**src/hdl/pac_regs.svh**
```systemverilog
/*
  Register offsets, field positions, reset values and timing counts of the
  phase alignment and frame reference controller.
  Assumes a 12-bit APB byte address and a 40 MHz pclk.
*/
`ifndef PAC_REGS_SVH
`define PAC_REGS_SVH

// Register byte addresses on the APB side.
`define PAC_CTRL_ADDR    12'h000
`define PAC_MUX_ADDR     12'h004
`define PAC_FEED_ADDR    12'h008
`define PAC_DELAY_ADDR   12'h00C
`define PAC_STATUS_ADDR  12'h010
`define PAC_SEED_ADDR    12'h014

// Control register fields.
`define PAC_CTRL_ALIGN_GO   0
`define PAC_CTRL_FRAME_GO   1
`define PAC_CTRL_FRAME_STOP 2
`define PAC_CTRL_USE_PIN    3
`define PAC_CTRL_CAT_LSB    4
`define PAC_CTRL_REPEAT     6
`define PAC_CTRL_PULSED     7
`define PAC_CTRL_BPC_LSB    8
`define PAC_CTRL_PRE_LSB    13
`define PAC_CTRL_SDIV_LSB   16

// Output selection and modulator fields.
`define PAC_MUX_A_LSB     0
`define PAC_MUX_B_LSB     2
`define PAC_MUX_DIVIDER_SECOND_STAGE_LSB  4
`define PAC_MUX_DIV2      7
`define PAC_MUX_ORDER_LSB 8

// Output select codes.
`define PAC_SEL_OUTPUT_DIVIDER_RATIO  2'h0
`define PAC_SEL_VCO    2'h1
`define PAC_SEL_FRAME  2'h2

// Category codes; category four marks a setup in which alignment is impossible.
`define PAC_CAT4       2'h3
`define PAC_CAT3       2'h2
`define PAC_CAT2       2'h1

// Reset values.
`define PAC_BPC_RST    4'h4
`define PAC_N_RST      16'h0064
`define PAC_DWORD_RST  8'h00

// Feedback divider floors for modulator orders two and three, delay word limit and weight sum.
`define PAC_NMIN_O2    16'h002D
`define PAC_NMIN_O3    16'h0031
`define PAC_DWORD_MAX  8'hF7
`define PAC_WSUM       9'h03F

// Timing: least times, rounded up to whole pclk cycles.
`define PAC_CLK_NS         25
`define PAC_PIN_PULSE_NS   100
`define PAC_SETTLE_NS      1000
`define PAC_PIN_PULSE_CYC  ((`PAC_PIN_PULSE_NS + `PAC_CLK_NS - 1) / `PAC_CLK_NS)
`define PAC_SETTLE_CYC     ((`PAC_SETTLE_NS + `PAC_CLK_NS - 1) / `PAC_CLK_NS)

`endif

```
**src/hdl/pac_pkg.sv**
```systemverilog
/*
  Types of the phase alignment and frame reference controller.
  Assumes the constants of pac_regs.svh.
*/
package pac_pkg;

  // Alignment sequencer states.
  typedef enum logic [2:0] {
    PAC_IDLE  = 3'b000,
    PAC_PROG  = 3'b001,
    PAC_ARM   = 3'b010,
    PAC_DROP  = 3'b011,
    PAC_RAISE = 3'b100,
    PAC_PIN   = 3'b101
  } pac_state_t;

  // Settings driven towards the synthesizer.
  typedef struct packed {
    logic        phase_align_mode;
    logic        sync_pin_ignore;
    logic        frame_ref_enable;
    logic        frame_ref_repeat;
    logic        frame_ref_pulsed;
    logic [3:0]  burst_pulse_count;
    logic [1:0]  frame_ref_predivider;
    logic [10:0] frame_ref_divider;
    logic [1:0]  out_a_select;
    logic [1:0]  out_b_select;
    logic [15:0] feedback_int_divider;
    logic [15:0] frac_numerator;
    logic [2:0]  modulator_order;
    logic [15:0] modulator_seed;   // Phase step word added on each load.
    logic        seed_load;        // One-cycle strobe: apply the seed step.
    logic [5:0]  delay_weight_1;
    logic [5:0]  delay_weight_2;
    logic [5:0]  delay_weight_3;
    logic [5:0]  delay_weight_4;
  } pac_dev_cfg_t;

  // Whole state of the controller except pin_q.
  typedef struct packed {
    pac_state_t  st;
    logic [7:0]  cnt;
    logic        use_pin;
    logic [1:0]  cat;
    logic        repeat_mode;
    logic        pulsed;
    logic [3:0]  bpc;
    logic [1:0]  pre;
    logic [10:0] sdiv;
    logic [1:0]  out_a;
    logic [1:0]  out_b;
    logic [2:0]  divider_second_stage;
    logic        div2;
    logic [2:0]  order;
    logic [15:0] n_raw;
    logic [15:0] num_raw;
    logic [7:0]  dword;
    logic [15:0] seed;
    logic        seed_ld;
    logic [15:0] n_out;
    logic [15:0] num_out;
    logic        mode;
    logic        pin;
    logic        freq;
    logic [7:0]  fcnt;
    logic        aligned;
    logic        ref_cat4;
    logic        n_low;
    logic        order_warn;
    logic        frame_err;
    logic [31:0] prdata;
  } pac_st_t;

endpackage

```
**src/hdl/pac_ctrl.sv**
```systemverilog
/*
  Host-side controller for phase alignment and frame reference generation of
  an RF synthesizer. Software orders it over APB; it drives the synthesizer
  settings, the alignment pin and the frame reference request pin.
  Assumes the synthesizer reference clock is pclk itself at 40 MHz and that
  the settings struct is carried to the device by its own programming port.
*/
// Behaviour
// - Non-critical alignment: toggle mode zero to one.
// - Category three: pin only, reference at most 40MHz.
// - Category four: never attempt alignment.
// - Divide feedback values by included ratio first.
// - Category two may use pin rising edge.
// - Pin edges kept away from reference edges.
// - Pin ignore set unless pin used aligned.
// - Feedback divider at least 45 or 49.
// - Prefer order two or less when ratio above one.
// - Frame reference only after alignment mode set.
// - Delay weights always sum to 63.
// - Frame enable exactly when output B selects it.
`include "pac_regs.svh"
`timescale 1ns/1ps
`default_nettype none

module pac_ctrl
  import pac_pkg::*;
(
  input  wire logic        pclk,
  input  wire logic        presetn,
  input  wire logic        psel,
  input  wire logic        penable,
  input  wire logic        pwrite,
  input  wire logic [11:0] paddr,
  input  wire logic [31:0] pwdata,
  output var  logic [31:0] prdata,
  output logic             pready,
  output logic             pslverr,
  output var  pac_dev_cfg_t dev_cfg,
  output var  logic        phase_align_pin,
  output var  logic        frame_ref_request
);

  localparam logic [7:0] PULSE_CYC  = 8'(`PAC_PIN_PULSE_CYC);   // Pin pulse width.
  localparam logic [7:0] SETTLE_CYC = 8'(`PAC_SETTLE_CYC);      // Settle time per step.

  pac_st_t q;       // Registered state.
  pac_st_t next_q;  // Next state.
  logic    pin_q;   // Pin retimed onto the falling edge.

  // Decodes a mapped register address.
  function automatic logic mapped(input logic [11:0] a);
    mapped = (a == `PAC_CTRL_ADDR) || (a == `PAC_MUX_ADDR) || (a == `PAC_FEED_ADDR) ||
             (a == `PAC_DELAY_ADDR) || (a == `PAC_STATUS_ADDR) || (a == `PAC_SEED_ADDR);
  endfunction

  // Ratio of the channel divider that moves into feedback.
  function automatic logic [2:0] inc_ratio(input logic [1:0] a, input logic [1:0] b,
                                           input logic [2:0] s1, input logic d2);
    if ((a != `PAC_SEL_OUTPUT_DIVIDER_RATIO) && (b != `PAC_SEL_OUTPUT_DIVIDER_RATIO) && (b != `PAC_SEL_FRAME)) begin
      inc_ratio = 3'h1;
    end else if (d2) begin
      inc_ratio = 3'h4;
    end else begin
      inc_ratio = 3'({s1, 1'b0});
    end
  endfunction

  // Splits a delay word into four weights that always sum to 63.
  function automatic logic [23:0] weights(input logic [7:0] w);
    logic [8:0] x;
    logic [8:0] w1;
    logic [8:0] w2;
    logic [8:0] w3;
    logic [8:0] w4;
    x  = (w > `PAC_DWORD_MAX) ? {1'b0, `PAC_DWORD_MAX} : {1'b0, w};
    w1 = 9'h000;
    w2 = 9'h000;
    w3 = 9'h000;
    w4 = 9'h000;
    if (x < 9'd36) begin
      w1 = 9'd36 - x;
      w2 = 9'd27 + x;
    end else if (x < 9'd99) begin
      w2 = 9'd99 - x;
      w3 = x - 9'd36;
    end else if (x < 9'd162) begin
      w3 = 9'd162 - x;
      w4 = x - 9'd99;
    end else if (x < 9'd225) begin
      w4 = 9'd225 - x;
      w1 = x - 9'd162;
    end else begin
      w1 = 9'd288 - x;
      w2 = x - 9'd225;
    end
    weights = {w1[5:0], w2[5:0], w3[5:0], w4[5:0]};
  endfunction

  logic        wr_acc;  // Write taking effect this cycle.
  logic [2:0]  ratio;   // Current included ratio.
  logic [15:0] nmin;    // Feedback floor for the current order.
  logic [23:0] wts;     // Current delay weights.

  assign wr_acc  = psel && penable && pwrite && mapped(paddr);
  assign ratio   = inc_ratio(q.out_a, q.out_b, q.divider_second_stage, q.div2);
  assign nmin    = (q.order >= 3'h3) ? `PAC_NMIN_O3 : ((q.order == 3'h2) ? `PAC_NMIN_O2 : 16'h0000);
  assign wts     = weights(q.dword);
  assign pready  = 1'b1;
  assign pslverr = psel && penable && !mapped(paddr);

  // Next-state logic: register writes, alignment sequencer, frame request.
  always_comb begin
    next_q = q;
    // Every accepted seed write becomes one load strobe, so steps add up.
    next_q.seed_ld = wr_acc && (paddr == `PAC_SEED_ADDR) && (q.st == PAC_IDLE);
    if (q.cnt != 8'h00) begin
      next_q.cnt = q.cnt - 8'h01;
    end
    // Register writes; configuration changes are refused while a sequence runs.
    if (wr_acc && q.st == PAC_IDLE) begin
      case (paddr)
        `PAC_CTRL_ADDR: begin
          next_q.use_pin     = pwdata[`PAC_CTRL_USE_PIN];
          next_q.cat         = pwdata[`PAC_CTRL_CAT_LSB +: 2];
          next_q.repeat_mode = pwdata[`PAC_CTRL_REPEAT];
          next_q.pulsed      = pwdata[`PAC_CTRL_PULSED];
          next_q.bpc         = pwdata[`PAC_CTRL_BPC_LSB +: 4];
          next_q.pre         = pwdata[`PAC_CTRL_PRE_LSB +: 2];
          next_q.sdiv        = pwdata[`PAC_CTRL_SDIV_LSB +: 11];
        end
        `PAC_MUX_ADDR: begin
          next_q.out_a = pwdata[`PAC_MUX_A_LSB +: 2];
          next_q.out_b = pwdata[`PAC_MUX_B_LSB +: 2];
          next_q.divider_second_stage  = pwdata[`PAC_MUX_DIVIDER_SECOND_STAGE_LSB +: 3];
          next_q.div2  = pwdata[`PAC_MUX_DIV2];
          next_q.order = pwdata[`PAC_MUX_ORDER_LSB +: 3];
        end
        `PAC_FEED_ADDR: begin
          next_q.n_raw   = pwdata[15:0];
          next_q.num_raw = pwdata[31:16];
        end
        `PAC_DELAY_ADDR: begin
          next_q.dword = pwdata[7:0];
        end
        `PAC_SEED_ADDR: begin
          next_q.seed = pwdata[15:0];
        end
        default: begin
          next_q.cnt = next_q.cnt;
        end
      endcase
    end
    // Alignment sequencer.
    case (q.st)
      PAC_IDLE: begin
        if (wr_acc && paddr == `PAC_CTRL_ADDR && pwdata[`PAC_CTRL_ALIGN_GO]) begin
          next_q.ref_cat4   = 1'b0;
          next_q.n_low      = 1'b0;
          next_q.order_warn = 1'b0;
          if (pwdata[`PAC_CTRL_CAT_LSB +: 2] == `PAC_CAT4) begin
            next_q.ref_cat4 = 1'b1;
          end else begin
            next_q.aligned = 1'b0;
            next_q.freq    = 1'b0;
            next_q.mode    = 1'b0;
            next_q.st      = PAC_PROG;
          end
        end
      end
      PAC_PROG: begin
        // Feedback values are scaled down before alignment mode is entered.
        next_q.n_out   = 16'(q.n_raw / {13'h0000, ratio});
        next_q.num_out = 16'(q.num_raw / {13'h0000, ratio});
        next_q.order_warn = (ratio != 3'h1) && (q.order > 3'h2);
        if (16'(q.n_raw / {13'h0000, ratio}) < nmin) begin
          next_q.n_low = 1'b1;
          next_q.st    = PAC_IDLE;
        end else begin
          next_q.cnt = SETTLE_CYC;
          next_q.st  = PAC_ARM;
        end
      end
      PAC_ARM: begin
        next_q.mode = 1'b1;
        if (q.cnt == 8'h00 && q.mode) begin
          if (q.cat == `PAC_CAT3 || q.use_pin) begin
            next_q.pin = 1'b1;
            next_q.cnt = PULSE_CYC - 8'h01;  // Counting down to zero gives the full width.
            next_q.st  = PAC_PIN;
          end else if (q.cat == `PAC_CAT2) begin
            next_q.mode = 1'b0;
            next_q.cnt  = SETTLE_CYC;
            next_q.st   = PAC_DROP;
          end else begin
            next_q.aligned = 1'b1;
            next_q.st      = PAC_IDLE;
          end
        end
      end
      PAC_DROP: begin
        if (q.cnt == 8'h00) begin
          next_q.mode = 1'b1;
          next_q.cnt  = SETTLE_CYC;
          next_q.st   = PAC_RAISE;
        end
      end
      PAC_RAISE: begin
        if (q.cnt == 8'h00) begin
          next_q.aligned = 1'b1;
          next_q.st      = PAC_IDLE;
        end
      end
      PAC_PIN: begin
        if (q.cnt == 8'h00) begin
          next_q.pin     = 1'b0;
          next_q.aligned = 1'b1;
          next_q.st      = PAC_IDLE;
        end
      end
      default: begin
        next_q.st = PAC_IDLE;
      end
    endcase
    // Frame reference request: only once aligned in alignment mode.
    if (q.fcnt != 8'h00) begin
      next_q.fcnt = q.fcnt - 8'h01;
    end else if (q.repeat_mode) begin
      next_q.freq = 1'b0;
    end
    if (wr_acc && paddr == `PAC_CTRL_ADDR && pwdata[`PAC_CTRL_FRAME_STOP]) begin
      next_q.freq = 1'b0;
      next_q.fcnt = 8'h00;
    end else if (wr_acc && paddr == `PAC_CTRL_ADDR && pwdata[`PAC_CTRL_FRAME_GO]) begin
      if (q.aligned && q.mode && q.st == PAC_IDLE) begin
        next_q.freq      = 1'b1;
        next_q.fcnt      = pwdata[`PAC_CTRL_REPEAT] ? (PULSE_CYC - 8'h01) : 8'h00;
        next_q.frame_err = 1'b0;
      end else begin
        next_q.frame_err = 1'b1;
      end
    end
    // Read data is captured in the setup cycle for the access cycle.
    if (psel && !penable && !pwrite) begin
      case (paddr)
        `PAC_CTRL_ADDR:   next_q.prdata = {5'h00, q.sdiv, 1'b0, q.pre, 1'b0,
                                           q.bpc, q.pulsed, q.repeat_mode, q.cat,
                                           q.use_pin, 3'h0};
        `PAC_MUX_ADDR:    next_q.prdata = {21'h000000, q.order, q.div2, q.divider_second_stage, q.out_b,
                                           q.out_a};
        `PAC_FEED_ADDR:   next_q.prdata = {q.num_raw, q.n_raw};
        `PAC_DELAY_ADDR:  next_q.prdata = {24'h000000, q.dword};
        `PAC_STATUS_ADDR: next_q.prdata = {19'h0_0000, q.st, ratio, q.frame_err,
                                           q.order_warn, q.n_low, q.ref_cat4, q.freq,
                                           q.aligned, (q.st != PAC_IDLE)};
        default:          next_q.prdata = 32'h0000_0000;
      endcase
    end
  end

  // State register.
  always_ff @(posedge pclk or negedge presetn) begin
    if (!presetn) begin
      q       <= '0;
      q.st    <= PAC_IDLE;
      q.bpc   <= `PAC_BPC_RST;
      q.n_raw <= `PAC_N_RST;
      q.n_out <= `PAC_N_RST;
      q.out_a <= `PAC_SEL_VCO;
      q.out_b <= `PAC_SEL_VCO;
      q.dword <= `PAC_DWORD_RST;
    end else begin
      q <= next_q;
    end
  end

  // The pin changes half a period after the reference edge, clear of it.
  always_ff @(negedge pclk or negedge presetn) begin
    if (!presetn) begin
      pin_q <= 1'b0;
    end else begin
      pin_q <= q.pin;
    end
  end

  // Outputs towards the synthesizer, from flip-flops except the decoded pin ignore, frame enable and delay weights.
  always_comb begin
    prdata                       = q.prdata;
    phase_align_pin              = pin_q;
    frame_ref_request            = q.freq;
    dev_cfg.phase_align_mode     = q.mode;
    dev_cfg.sync_pin_ignore      = !(q.mode && (q.use_pin || q.cat == `PAC_CAT3));
    dev_cfg.frame_ref_enable     = (q.out_b == `PAC_SEL_FRAME);
    dev_cfg.frame_ref_repeat     = q.repeat_mode;
    dev_cfg.frame_ref_pulsed     = q.pulsed;
    dev_cfg.burst_pulse_count    = q.bpc;
    dev_cfg.frame_ref_predivider = q.pre;
    dev_cfg.frame_ref_divider    = q.sdiv;
    dev_cfg.out_a_select         = q.out_a;
    dev_cfg.out_b_select         = q.out_b;
    dev_cfg.feedback_int_divider = q.n_out;
    dev_cfg.frac_numerator       = q.num_out;
    dev_cfg.modulator_order      = q.order;
    dev_cfg.modulator_seed       = q.seed;
    dev_cfg.seed_load            = q.seed_ld;
    {dev_cfg.delay_weight_1, dev_cfg.delay_weight_2,
     dev_cfg.delay_weight_3, dev_cfg.delay_weight_4} = wts;
  end
endmodule

`default_nettype wire

```
**config.mk**
```make
export PLATFORM = sky130hd
export DESIGN_NAME = pac_ctrl
export DESIGN_NICKNAME = d
export VERILOG_FILES = /design/src/hdl/pac_pkg.sv /design/src/hdl/pac_ctrl.sv
export VERILOG_INCLUDE_DIRS = /design/src /design/src/hdl
export SDC_FILE = /design/constraint.sdc
export NUM_CORES = 1
export LEC_CHECK = 0
export BUFFER_PORTS_ARGS = -buffer_cell sky130_fd_sc_hd__buf_2
export CAP_MARGIN = 20
export CORE_MARGIN = 10
export CORE_UTILIZATION = 62
export CTS_BUF_LIST = sky130_fd_sc_hd__clkbuf_4 sky130_fd_sc_hd__clkbuf_8 sky130_fd_sc_hd__clkbuf_16
export CTS_CLUSTER_SIZE = 16
export DETAILED_ROUTE_END_ITERATION = 8
export PLACE_DENSITY = 0.94
export SYNTH_ARGS = -nofsm -noshare
export SYNTH_HDL_FRONTEND = slang
export SYNTH_SLANG_ARGS = --single-unit
export TNS_END_PERCENT = 10
```
**constraint.sdc**
```tcl
create_clock -name pclk -period 32 [get_ports pclk]
set_clock_uncertainty 0.1 [all_clocks]
set_input_delay 1.6 -clock pclk [delete_from_list [all_inputs] [get_ports pclk]]
set_output_delay 1.6 -clock pclk [all_outputs]
set_load 0.01 [all_outputs]
```
# [Yosys cells after proc, flatten, opt, wreduce, memory -nomap -nowiden]
# Index checks and enable logic that the tools add are counted.
[classes] n_addsub=12 n_div=2 n_lt_le_gt_ge=8 eq_ne=27 muxes=63 bitwise=1 n_reduce_logical=56
[op_table] op="$pmux 32 s5" n=1
[op_table] op="$mux 6" n=17
[op_table] op="$mux 8" n=5
[op_table] op="$mux 11" n=3
[op_table] op="$div 16x3->16" n=2
[op_table] op="$sub 6x6->6 const A" n=5
[op_table] op="$mux 9" n=3
[op_table] op="$eq 12x4->1 const B" n=2
[op_table] op="$eq 12x5->1 const B" n=2
[op_table] op="$pmux 8 s3" n=1
[op_table] op="$sub 6x6->6 const B" n=4
[op_table] op="$logic_and 1x1->1" n=20
[op_table] op="$ne 2x2->1 const B" n=10
[op_table] op="$mux 1" n=18
[op_table] op="$lt 16x6->1" n=1
[op_table] op="$lt 8x8->1 const B" n=2
[op_table] op="$reduce_and 2->1" n=8
[op_table] op="$reduce_bool 8->1" n=2
[op_table] op="$sub 8x1->8 const B" n=2
[op_table] op="$mux 3" n=5
[op_table] op="$pmux 3 s5" n=1
[op_table] op="$eq 12x3->1 const B" n=1
[op_table] op="$logic_not 12->1" n=1
[op_table] op="$eq 3x2->1 const B" n=3
[op_table] op="other kinds (29)" n=50
[word_totals] reg_bits=182

# [Logic depth before layout (Yosys ltp)]
[depth] ltp_word=16 depth_mapped=131 ltp_nobuf=125

==> results_dict.tcl <==
set metrics [dict create \
    synth_area_leaders "dfrtp_1 (23%), ha_1 (7.2%), nand2_1 (5.7%)" \
    final_core_util_pct 66.9 \
    clk_latency_ns 0.47 \
    grt_use_total_pct 31.1 \
    overflow 0 \
    whs_ns 0.378 \
    design.core.area_sq_um 29600 \
    synthesis.nets 2502 \
    path_class "flip-flop to flip-flop" \
    finalHoldViolCount 0 \
    drc 0 \
    peakVddDrop_v 0.0000359 \
    die_h_microns 193 \
    finish.net_count 2526 \
    htreeDepth 4 \
    synth_top_area_share_pct 23.1 \
    ctsHoldBuffers 0 \
    cts_max_path_buffers 2 \
    cap_violations 0 \
    fin_crit_ns 30.34 \
    n_fill_cell 2368 \
    critPathMaxStageDelay_ns 0.60 \
    status "finished, final reports clean" \
    synthToLayoutAreaGrowth_pct 6.30 \
    antenna_found_initial 1 \
    setup_slack_ns 1.66 \
    grt_pass1_wl_microns 98300 \
    synth_seq_cells 182 \
    fin_crit_sh_pct 94.8 \
    start_util_pct 63.0 \
    worstPathRequired_ns 32.25 \
    synth_area_sq_um 18700 \
    clock_sinks 182 \
    tightest_slew_ns 1.05 \
    dpl_worst_slack_ns 0.405 \
    dp.final_hpwl_microns 45400 \
    grt_pass1_vias 18700 \
    cp_max_fo 30 \
    ys_seq_area_share_pct 24.5 \
    io_buffers 185 \
    drtPass1Iterations 6 \
    worst_ep_arrival_time_ns 30.59 \
    vias_per_cell 6.95 \
    wl_per_cell_microns 22.2 \
    vias 19300 \
    slew_headroom_pct 29.8 \
    dieArea_sq_um 37400 \
    ys_types 120 \
    synthArstFlopShare_pct 100 \
    wl_microns 61600 \
    crit_slowest_cell "dfstp_2" \
    die_x_microns 193 \
    p_leak_uw 0.00900 \
    crit_top_cell "ha_1" \
    cts_root_buf "clkbuf_16" \
    ant_nets 0 \
    synthCells 2346 \
    end_kind "flip-flop" \
    synth_edf_count 0 \
    yosysMostFrequentCell "nand2_1" \
    fmax_ghz 0.0330 \
    clk_pin_slew_ns 0.09 \
    synth_warnings 0 \
    syn_avg_cell_area_sq_um 7.95 \
    drive_above_1_share_pct 18.5 \
    grt_max_degree 110 \
    synth_commonest_cells "nand2_1 (283), nor2_1 (202), dfrtp_1 (172)" \
    cts_buffers 17 \
    hold_path.class "flip-flop to flip-flop" \
    maxSlewViolCount 0 \
    powerDensity_nw_per_um2 26.4 \
    setup_violations 0 \
    cts_tree "done" \
    gp_congestion 1.03 \
    rows 63 \
    io_pins 187 \
    setup.worst_path.start_class "flip-flop" \
    drtIter0Drc 2411 \
    synth_ff_type "dfrtp_1" \
    synth.largest_area_cell "dfrtp_1" \
    tns_ns 0 \
]
-- state kept, by name, indices dropped and copies added, names as in the netlist --
register and cells:
dev_cfg 76, frame_ref_request 1, phase_align_pin 1, prdata 32
q 72
-- cell usage in the layout (no fill, tap or decap), drive strengths merged, types with 27 or more instances in the layout --
cell	count
mux2i	31
a21oi	131
dfrtp	172
nor2b	28
nor3	94
nand2b	33
o21ai	178
o211ai	32
a211oi	41
buf	211
nor2	205
o21a	53
mux2	92
xor2	34
nand2	284
inv	49
xnor2	48
a21o	29
ha	107
and3	27
nand3	66
-- worst paths after layout --
kind | startpoint | to | slack (ns) | cells after the start
hold / removal | dev_cfg[26] | dev_cfg[26] | 0.38 | 2
setup / recovery | dev_cfg[76] | q[175] | 1.66 | 122
hold reg to reg | dev_cfg[26] | dev_cfg[26] | 0.38 | 2
min in group asynchronous | presetn | q[43] | 1.12 | 1
max in group asynchronous | presetn | phase_align_pin | 14.11 | 1
setup reg to reg | dev_cfg[76] | q[175] | 1.66 | 122
-- critical path, delay by kind of cell (launching register included) --
family	cells	cell delay [ns]
muxes	4	1.08
and+or+nand+nor	38	9.88
AOI/OAI and AO/OA	53	11.69
adders and majority gates	16	5.05
buffers and inverters	11	1.72
DFF	1	0.60
-- per-layer routing --
metal / vias to the layer above / track usage, % / share of wire [%]
met3: 288 / 7.28 / 10
met5: - / 0 / 0
met1: 9128 / 38.1 / 39
li1: 8665 / - / -
met2: 1204 / 49.8 / 45
met4: 0 / 16.9 / 5.7
-- kinds of logic after synthesis --
kind of cell	after synthesis	share of synthesized area, %
muxes	123	7.29
buffers and inverters	250	7.35
adders and majority gates	108	7.23
xor gates and xnor gates	82	3.85
and+or+nand+nor	909	24.1
AOI/OAI and AO/OA	691	25.7
other	1	0.0201
DFF	182	24.5
-- cell type report --
| class | instances | area, sq um | share of cell area (%) |
|---|---|---|---|
| clock inverter | 15 | 200 | 1.01 |
| multi-input combinational | 1914 | 12800 | 64.8 |
| timing repair buffer | 212 | 1140 | 5.77 |
| antenna | 1 | 2.50 | 0.0126 |
| tap | 390 | 488 | 2.46 |
| inverter | 43 | 161 | 0.814 |
| clock buffer | 17 | 425 | 2.14 |
| sequential | 182 | 4570 | 23.0 |
-- where the power goes --
part	internal, uW	switching, uW
sequential	233	1.62
combinational	20.9	36.3
clock	120	113
total	373	151
-- repair_timing --
item,4_1_cts,5_1_grt
setup buffers,0,11
pin swaps,0,6
resized for setup,2,21
hold endpoints to repair,0,0
endpoints found under the setup margin,7,13
-- through the flow --
step                      power, uW  cell area [sq um]  std cells
after detailed placement        294              19000       2730
after CTS                       523              19700       2762
after global routing            539              19800       2774
after global placement          290              19000       2730
final                           524              19800       2774
after floorplan                 274              18700       2346
(Power assumes the default switching activity.)
